[src/rtl/fspsc_map.svh]
`ifndef FSPSC_MAP_SVH
`define FSPSC_MAP_SVH
// ------------------------------------------------------------------
// Flash geometry and timing
// ------------------------------------------------------------------
`define FSPSC_ADDR_W 12
`define FSPSC_HALT_BASE 12'hC00
`define FSPSC_BOOT_BASE_0 12'hF80
`define FSPSC_BOOT_BASE_1 12'hF00
`define FSPSC_BOOT_BASE_2 12'hE00
`define FSPSC_BOOT_BASE_3 12'hC00
`define FSPSC_PROG_TIME_NS 4500000
`define FSPSC_CLK_NS 40
`define FSPSC_PROG_CYC (`FSPSC_PROG_TIME_NS / `FSPSC_CLK_NS)
`define FSPSC_CNT_W 20
`define FSPSC_LOCK_FREE 2'h3
`define FSPSC_LOCK_NOWR 1'h0
`endif

[src/rtl/fspsc_pkg.sv]
package fspsc_pkg;
`include "fspsc_map.svh"
    typedef struct packed {
        logic valid;
        logic erase;
        logic [`FSPSC_ADDR_W-1:0] target;
        logic [`FSPSC_ADDR_W-1:0] pc;
    } fspsc_req_t;
    typedef enum logic [1:0] {
        FSPSC_IDLE = 2'b00,
        FSPSC_CONC = 2'b01,
        FSPSC_HALT = 2'b10
    } fspsc_state_t;
endpackage

[src/rtl/fspsc_region.sv]
`timescale 1ns/1ns
`include "fspsc_map.svh"
module fspsc_region (
    // Fuses and addresses
    input wire logic [1:0] boot_size_fuses,
    input wire logic [`FSPSC_ADDR_W-1:0] pc,
    input wire logic [`FSPSC_ADDR_W-1:0] target,
    // Classification
    output logic pc_in_boot,
    output logic target_in_boot,
    output logic target_in_halt
);
    logic [`FSPSC_ADDR_W-1:0] boot_base;
    // every base lies at or above the fixed halting base
    assign boot_base = (boot_size_fuses == 2'h3) ? `FSPSC_BOOT_BASE_0 :
                       (boot_size_fuses == 2'h2) ? `FSPSC_BOOT_BASE_1 :
                       (boot_size_fuses == 2'h1) ? `FSPSC_BOOT_BASE_2 :
                       `FSPSC_BOOT_BASE_3;
    assign pc_in_boot = pc >= boot_base;
    assign target_in_boot = target >= boot_base;
    assign target_in_halt = target >= `FSPSC_HALT_BASE;
endmodule

[src/rtl/fspsc_ctrl.sv]
`timescale 1ns/1ns
`include "fspsc_map.svh"
// Overview of operation
// - Ignore stores issued from application region
// - Boot code may target any address
// - Boot size fuses set region boundary
// - Lock set zero guards application region
// - Lock set one guards boot region
// - Target address picks stall or concurrency
// - Fixed halting boundary independent of fuses
// - Concurrent programming keeps CPU running
// - Halting programming stalls CPU throughout
// - Block concurrent region reads while busy
// - Boot region always inside halting region
// - Busy flag high while region blocked
// - Unprogrammed application locks allow everything
module fspsc_ctrl
    import fspsc_pkg::*;
#(
    parameter int PROG_CYC = `FSPSC_PROG_CYC
) (
    // Clock and reset
    input wire logic core_clk,
    input wire logic rstn,
    // Configuration
    input wire logic [1:0] boot_size_fuses,
    input wire logic [1:0] app_lock_bits,
    input wire logic [1:0] boot_lock_bits,
    // CPU store request
    input fspsc_pkg::fspsc_req_t store_program_instr,
    input wire logic busy_flag_clear,
    // CPU fetch
    input wire logic [`FSPSC_ADDR_W-1:0] fetch_addr,
    // Status
    output logic cpu_stall,
    output logic concurrent_region_busy_flag,
    output logic fetch_valid,
    output logic op_accepted,
    output logic op_done
);
    import fspsc_pkg::*;

    // ------------------------------------------------------------------
    // Region decode
    // ------------------------------------------------------------------
    logic pc_in_boot;
    logic target_in_boot;
    logic target_in_halt;
    logic lock_ok;
    logic start;
    fspsc_state_t state;
    fspsc_state_t next_state;
    logic [`FSPSC_CNT_W-1:0] cnt;
    logic cnt_end;

    fspsc_region u_region (
        .boot_size_fuses(boot_size_fuses),
        .pc(store_program_instr.pc),
        .target(store_program_instr.target),
        .pc_in_boot(pc_in_boot),
        .target_in_boot(target_in_boot),
        .target_in_halt(target_in_halt)
    );

    // write lock check; a clear low bit forbids stores
    assign lock_ok = target_in_boot ?
        (boot_lock_bits[0] != `FSPSC_LOCK_NOWR) :
        (app_lock_bits[0] != `FSPSC_LOCK_NOWR);
    // only boot code starts, any target
    assign start = store_program_instr.valid && pc_in_boot && lock_ok &&
                   (state == FSPSC_IDLE);
    assign op_accepted = start;
    assign cnt_end = cnt == `FSPSC_CNT_W'(PROG_CYC - 1);

    // ------------------------------------------------------------------
    // Sequencer
    // ------------------------------------------------------------------
    always_comb begin
        next_state = state;
        case (state)
            FSPSC_IDLE: begin
                if (start) begin
                    next_state = target_in_halt ? FSPSC_HALT : FSPSC_CONC;
                end
            end
            FSPSC_CONC, FSPSC_HALT: begin
                if (cnt_end) begin
                    next_state = FSPSC_IDLE;
                end
            end
            default: next_state = FSPSC_IDLE;
        endcase
    end

    always_ff @(posedge core_clk or negedge rstn) begin
        if (!rstn) begin
            state <= FSPSC_IDLE;
            cnt <= '0;
        end else begin
            state <= next_state;
            cnt <= (state == FSPSC_IDLE) ? '0 : cnt + 1'b1;
        end
    end

    assign op_done = (state != FSPSC_IDLE) && cnt_end;

    // stall during halting op only, freed at its end
    // Stall also covers the start cycle so the next fetch waits
    assign cpu_stall = (state == FSPSC_HALT) ||
                       (start && target_in_halt);

    // ------------------------------------------------------------------
    // Busy flag
    // ------------------------------------------------------------------
    logic busy;
    // set on start wins over the software clear
    always_ff @(posedge core_clk or negedge rstn) begin
        if (!rstn) begin
            busy <= 1'b0;
        end else if (start && !target_in_halt) begin
            busy <= 1'b1;
        end else if (busy_flag_clear && state != FSPSC_CONC) begin
            busy <= 1'b0;
        end
    end
    // visible in the start cycle itself
    assign concurrent_region_busy_flag = busy ||
                                         (start && !target_in_halt);

    // concurrent reads only from halting region
    assign fetch_valid = !cpu_stall &&
        (!concurrent_region_busy_flag ||
         fetch_addr >= `FSPSC_HALT_BASE);

    // ------------------------------------------------------------------
    // Checks
    // ------------------------------------------------------------------
    property p_app_ignored;
        @(posedge core_clk) disable iff (!rstn)
        (store_program_instr.valid && !pc_in_boot) |-> !op_accepted;
    endproperty
    a_app_ignored: assert property (p_app_ignored)
        else $error("store from application region accepted");

    property p_halt_stall;
        @(posedge core_clk) disable iff (!rstn)
        (op_accepted && target_in_halt) |=> cpu_stall until op_done;
    endproperty
    a_halt_stall: assert property (p_halt_stall)
        else $error("stall dropped during halting operation");

    property p_conc_run;
        @(posedge core_clk) disable iff (!rstn)
        (state == FSPSC_CONC) |-> !cpu_stall;
    endproperty
    a_conc_run: assert property (p_conc_run)
        else $error("cpu stalled during concurrent operation");

    property p_busy_rise;
        @(posedge core_clk) disable iff (!rstn)
        (op_accepted && !target_in_halt) |-> concurrent_region_busy_flag;
    endproperty
    a_busy_rise: assert property (p_busy_rise)
        else $error("busy flag late");

    property p_busy_hold;
        @(posedge core_clk) disable iff (!rstn)
        (state == FSPSC_CONC) |-> concurrent_region_busy_flag;
    endproperty
    a_busy_hold: assert property (p_busy_hold)
        else $error("busy flag low while region blocked");

    property p_block_read;
        @(posedge core_clk) disable iff (!rstn)
        (concurrent_region_busy_flag && fetch_addr < `FSPSC_HALT_BASE)
            |-> !fetch_valid;
    endproperty
    a_block_read: assert property (p_block_read)
        else $error("read of busy concurrent region served");

    property p_release;
        @(posedge core_clk) disable iff (!rstn)
        (op_done && state == FSPSC_HALT) |=> !cpu_stall || op_accepted;
    endproperty
    a_release: assert property (p_release)
        else $error("stall not released");

    property p_lock;
        @(posedge core_clk) disable iff (!rstn)
        (store_program_instr.valid && !target_in_boot &&
         !app_lock_bits[0]) |-> !op_accepted;
    endproperty
    a_lock: assert property (p_lock)
        else $error("locked application region written");

    property p_boot_lock;
        @(posedge core_clk) disable iff (!rstn)
        (store_program_instr.valid && target_in_boot &&
         !boot_lock_bits[0]) |-> !op_accepted;
    endproperty
    a_boot_lock: assert property (p_boot_lock)
        else $error("locked boot region written");

    property p_boot_in_halt;
        @(posedge core_clk) disable iff (!rstn)
        target_in_boot |-> target_in_halt;
    endproperty
    a_boot_in_halt: assert property (p_boot_in_halt)
        else $error("boot region reaches below halting region");

    property p_app_free;
        @(posedge core_clk) disable iff (!rstn)
        (store_program_instr.valid && pc_in_boot && !target_in_boot &&
         app_lock_bits == `FSPSC_LOCK_FREE && state == FSPSC_IDLE)
            |-> op_accepted;
    endproperty
    a_app_free: assert property (p_app_free)
        else $error("free application region store refused");

    property p_any_target;
        @(posedge core_clk) disable iff (!rstn)
        (store_program_instr.valid && pc_in_boot && target_in_boot &&
         boot_lock_bits[0] && state == FSPSC_IDLE) |-> op_accepted;
    endproperty
    a_any_target: assert property (p_any_target)
        else $error("boot code store to boot region refused");

    property p_mode;
        @(posedge core_clk) disable iff (!rstn)
        (op_accepted && !target_in_halt) |=> state == FSPSC_CONC;
    endproperty
    a_mode: assert property (p_mode)
        else $error("concurrent target did not run concurrently");
endmodule

[config.mk]
export PLATFORM = sky130hd
export DESIGN_NAME = fspsc_ctrl
export DESIGN_NICKNAME = d
export VERILOG_FILES = /design/src/rtl/fspsc_pkg.sv /design/src/rtl/fspsc_region.sv /design/src/rtl/fspsc_ctrl.sv
export VERILOG_INCLUDE_DIRS = /design/src /design/src/rtl
export SDC_FILE = /design/constraint.sdc
export NUM_CORES = 1
export LEC_CHECK = 0
export BUFFER_PORTS_ARGS = -buffer_cell sky130_fd_sc_hd__buf_2
export CAP_MARGIN = 20
export CELL_PAD_IN_SITES_DETAIL_PLACEMENT = 2
export CELL_PAD_IN_SITES_GLOBAL_PLACEMENT = 2
export CORE_MARGIN = 2
export CORE_UTILIZATION = 31
export CTS_CLUSTER_SIZE = 25
export DETAILED_ROUTE_END_ITERATION = 8
export PLACE_DENSITY = 0.95
export SYNTH_ARGS = -nofsm -noshare
export SYNTH_HDL_FRONTEND = slang
export SYNTH_SLANG_ARGS = --single-unit
[constraint.sdc]
create_clock -name core_clk -period 4.7 [get_ports core_clk]
set_input_delay 0.235 -clock core_clk [delete_from_list [all_inputs] [get_ports core_clk]]
set_output_delay 0.235 -clock core_clk [all_outputs]
set_load 0.05 [all_outputs]
-- Yosys cells after proc, flatten, opt, wreduce, memory -nomap -nowiden
Cells that the tools add are included.
- add/sub/neg operators: 1
- magnitude comparators: 4
- equal/unequal tests: 9
- muxes and demuxes: 11
- reduce and logical (&&, ||, !) cells: 19
- operators with widths (cell ; count):
    12-bit greater-or-equal comparator ; 2
    12-bit greater-or-equal comparator, second input constant ; 2
    12-bit two-way mux ; 2
    20-bit by 1-bit adder with 20-bit output, second input constant ; 1
    20-bit by 17-bit equality test with 1-bit output, second input constant ; 1
    20-bit two-way mux ; 1
    10-bit two-way mux ; 1
    1-bit logical AND ; 8
    2-bit equality test, second input constant ; 3
    2-bit two-way mux ; 3
    2-bit by 1-bit equality test with 1-bit output, second input constant ; 2
    2-bit != test, second input constant ; 2
    2-bit case mux with 2 select lines ; 1
    2-bit nonzero test ; 2
    1-bit logical NOT ; 3
    1-bit logical OR ; 3
    1-bit two-way mux ; 3
    2-bit logical NOT ; 1
    2-bit by 1-bit != test with 1-bit output, second input constant ; 1
    2-bit AND reduction ; 1
    2-bit OR reduction ; 1
- bits in registers: 23
- output and inout port bits: 5
- logic and storage cells: 47

-- Longest topological paths before layout
- depth in word-level cells: 13
- mapped depth: 8
- depth with buffers taken out: 7

-- Modules after synthesis
Synthesis repeated with hierarchy kept, for this count alone.
- cell total of the unflattened synthesis: 168
- area, all modules: 1516.5 um^2
- by module, submodules not included (module ; times used ; cells an instance ; area an instance (um^2)):
    fspsc_ctrl ; 1 ; 138 ; 1308.8
    fspsc_region ; 1 ; 30 ; 207.7

-- Worst setup path after synthesis
Ideal clock, no wire load.
- path type: input port to output port
- start: input port boot_size_fuses[0]
- end: output port concurrent_region_busy_flag
- data arrival time: 2.451 ns
- required time: 4.465 ns
- setup slack: 2.014 ns
- cell stages on the path: 8
- path buffers: 1
- path through: and2_1 > ha_1 > nor4b_4 > a2111oi_2 > mux2i_1 > a211o_1 > buf_6 > o21bai_1
- word-level cells in the longest chain between the ends: 10
- elaborated cells on any way between the ends: 14
- classes of those cells: 2 x order compare; 3 x eq/ne; 4 x mux; 5 x reduce/logical
- ends and longest elaborated chain (what ; RTL line ; source):
    start: declaration ; fspsc_ctrl.sv:26 ; input wire logic [1:0] boot_size_fuses,
    2-bit by 1-bit equality test with 1-bit output ; fspsc_region.sv:17 ; (boot_size_fuses == 2'h1) ? `FSPSC_BOOT_BASE_2 :
    10-bit two-way mux (no line) ; -- ;
    12-bit two-way mux (no line) ; -- ;
    12-bit two-way mux (no line) (*) ; -- ;
    12-bit greater-or-equal comparator, on equally long branches ; fspsc_region.sv:20, fspsc_region.sv:19 ;
    1-bit two-way mux / 1-bit logical AND (equally long branches) ; fspsc_ctrl.sv:66, fspsc_ctrl.sv:70 ;
    1-bit logical AND (*) (2 in a row) ; fspsc_ctrl.sv:70 ; assign start = store_program_instr.valid && pc_in_boot && lock_ok &&
    1-bit logical AND (*) ; fspsc_ctrl.sv:128 ; (start && !target_in_halt);
    1-bit logical OR (*) ; fspsc_ctrl.sv:127 ; assign concurrent_region_busy_flag = busy ||
    end: declaration ; fspsc_ctrl.sv:36 ; output logic concurrent_region_busy_flag,
Every way passes the cells marked *; elsewhere a longest branch is shown, timed or not.

-- Final worst setup path
- start: input port boot_size_fuses[0]
- end: output port fetch_valid
- word-level cells in the longest chain between the ends: 13
- elaborated cells on any way between the ends: 20
- classes of those cells: 2 x order compare; 3 x eq/ne; 4 x mux; 11 x reduce/logical
- ends and longest elaborated chain (what ; RTL line ; source):
    2-bit by 1-bit equality test with 1-bit output ; fspsc_region.sv:17 ;
    10-bit two-way mux (no line) ; -- ;
    12-bit two-way mux (no line) ; -- ;
    12-bit two-way mux (no line) (*) ; -- ;
    12-bit greater-or-equal comparator, on equally long branches ; fspsc_region.sv:20, fspsc_region.sv:19 ;
    1-bit two-way mux / 1-bit logical AND (equally long branches) ; fspsc_ctrl.sv:66, fspsc_ctrl.sv:70 ;
    1-bit logical AND (*) (2 in a row) ; fspsc_ctrl.sv:70 ;
    1-bit logical AND ; fspsc_ctrl.sv:128 ;
    1-bit logical OR ; fspsc_ctrl.sv:127 ;
    1-bit logical NOT ; fspsc_ctrl.sv:132 ; (!concurrent_region_busy_flag ||
    1-bit logical OR (no line) ; -- ;
    1-bit logical AND (*) ; fspsc_ctrl.sv:131 ; assign fetch_valid = !cpu_stall &&
    end: declaration ; fspsc_ctrl.sv:37 ; output logic fetch_valid,
Marks and branches as above.

==> results.toml <==
[sta]
fin_crit_ps = 2690
setup_viol = 0
worst_pin_slew_ps = 892
tns_ps = 0
maxSlewHeadroom_pct = 40.5
whs_ps = 344
clock_skew_ps = 1.05
maxSlewViolCount = 0
timing.fmax_mhz = 372
rsz0062_at_grt = "false"
period_share_pct = 57.2
final-hold-violation-count = 0

[drt]
postRouteAntennaNets = 0
via_count = 1339
wl_per_cell_um = 16.3
routed_via_density = 5.25
first_iter_violations = 26
drt-total-wl_um = 4160
drc = 0
firstDrtPassIters = 4

[setup_path]
crit_path_end_kind = "primary output"
cp_slowest_cell = "or4b_1"
required_ps = 4470
path_max_fanout = 7
critPathKind = "primary input to primary output"
reg2reg_from = "state[1]"
cp-start-kind = "primary input"
ff2ff_path_depth = 5
crit_chain = "buf_2 > and2_1 > ha_1 > or4b_1 > nor3_1 > a221oi_1 > a211o_1 > o31a_1 > buf_2"
r2r_slack_ps = 2650
r2r_end = "state[1]"
critPathMaxStageDelay_ps = 420
critPathArrivalTime_ps = 2450
cp_common_cell = "buf_2"

[finish]
nFillCells = 545
final_util_pct = 37.9
area.growth.synth_to_final_pct = 18.9
fin_cells = 255
diodes = 0
nets = 259
drive_gt1_share_pct = 23.4

[die]
die_h_um = 73.5
dieArea_um2 = 5390
initial_utilization_pct = 31.9
top_level_ports = 52
die-width_um = 73.5
core_um2 = 4690
num_rows = 25

[clock_tree]
cts_tree = "done"
cts.sinks = 23
cts_setup_buffers = 0
clock_latency_ps = 260
clockBufferDepth = 2
root_buffer = "clkbuf_8"
cts_inserted_buffers = 3
cts-resized-gates = 0
ctsHtreeMaxLevel = 1
clkTransAtPathRegs_ps = 80

[yosys]
ys.flop_type = "dfrtp_1"
synthSimpleGateAreaFrac_pct = 25.6
synth_xor_area_share_pct = 9.37
synth_top_cell_by_area = "dfrtp_1"
async_flop_share_pct = 100
ys_ff_latch = 23
avgSynthCellArea_um2 = 9.12
synth_edf_count = 0
yosysWarnings = 0
synth.most_common_cell = "dfrtp_1"
synth-compound-area-share_pct = 9.62
synth_common_cells = "dfrtp_1, nor2_1, nand3_1"
syn-num-nets = 221
seq_area_frac_synth_pct = 38.5
synthMuxAreaShare_pct = 3.51
synth-adder-area-share_pct = 8.37
synth_area_leaders = "dfrtp_1, ha_1, nor2_1"
ys_types = 36
mappedNetlistArea_um2 = 1500
yosysTopAreaCellShare_pct = 38.5
syn_inst = 164
synth_top_family_by_area = "simple AND/OR/NAND/NOR gates"

[grt]
grt_pass1_wl_um = 7050
overflow = 0
grt_pass1_vias = 1463
track_usage_pct = 16.7
grt_max_degree = 26
antenna_found_initial = 0

[hold_path]
hold_path_class = "primary input to flop"
hold_end = "busy"
min_path_cells = 4
hold_start = "busy_flag_clear"

[outcome]
status = "completed"

[pwr]
vdd_drop_max_mv = 0.127
p_leak_nw = 0.815
total_power_mw = 0.494
power_density_nw_per_um2 = 278

[placed_design]
place_hpwl_um = 3370
dpl.cell_count = 250
gp_congestion = 0.765
port_buffers = 38

[flow_run]
cap_violations = 0
worst max path at each step:
stage	from	endpoint	slack, ps	cells after the start
finish	boot_size_fuses[0]	fetch_valid	2010	9
global route	boot_size_fuses[1]	fetch_valid	1880	9
CTS	boot_size_fuses[0]	fetch_valid	2000	9
detailed placement	boot_size_fuses[0]	fetch_valid	2010	9
global placement	boot_size_fuses[0]	fetch_valid	2040	9
floorplan	boot_size_fuses[0]	concurrent_region_busy_flag	2010	8
cells by family (layout without fill, tap and decap cells):
logic type | count (synthesis) | after routing
xor gates and xnor gates | 16 | 16
and+or+nand+nor | 71 | 71
AOI/OAI and AO/OA | 21 | 21
DFF | 23 | 23
buffers and inverters | 18 | 55
muxes | 5 | 5
adders and majority gates | 10 | 10
worst max-delay path: cells and delay by family:
kind                       cells  cell delay, ps
adders and majority gates      1             270
buffers and inverters          2             320
and+or+nand+nor                3             790
AOI/OAI and AO/OA              3             840
metal layers:
layer	track usage (%)	share of wire, %
met5	0	0
met4	4.85	1.1
met2	31.9	52
met1	19.2	42
met3	1.78	4.9
power breakdown:
group          internal (mW)  switching, mW  leakage (nW)
sequential             0.208        0.00905         0.320
combinational         0.0532          0.100         0.472
clock                 0.0605         0.0632        0.0228
stage by stage:
stage	worst slack, ps	area (µm²)
floorplan	2010	1500
global placement	2040	1720
detailed placement	2010	1720
CTS	2000	1780
global route	1880	1780
finish	2010	1780
cell type report:
type / instances / area [µm²] / share of cell area, %
multi-input combinational: 123 / 845 / 47.5
inverter: 12 / 45.0 / 2.53
timing repair buffer: 39 / 200 / 11.3
tap: 54 / 67.6 / 3.80
clock buffer: 4 / 45.0 / 2.53
sequential: 23 / 576 / 32.4
flip-flops by register name, summed over array words and instances (netlist names):
signal and flops:
cnt 20, state 2, busy 1
cells in the final DEF, fill, tap and decap left out, types with 2 or more instances in the layout:
cell	Yosys	layout
a21oi_1	4	4
and2_1	2	2
and3_1	3	3
and4_1	2	2
buf_2	0	38
clkbuf_8	0	3
dfrtp_1	23	23
ha_1	10	10
inv_1	12	12
mux2_2	2	2
mux2i_1	3	3
nand2_1	9	9
nand3_1	13	13
nand4_1	3	3
nor2_1	22	22
nor3_1	5	5
nor4_1	3	3
o21ai_0	7	7
o21bai_1	2	2
or3_1	2	2
or4b_1	2	2
xnor2_1	9	9
xor2_1	7	7
what timing repair did:
item | in CTS | in global routing
hold buffers | 1 | 0
endpoints found under the setup margin | 0 | 0
endpoints found under the hold margin | 23 | 0
No activity file was read; power rests on OpenSTA's default activity.
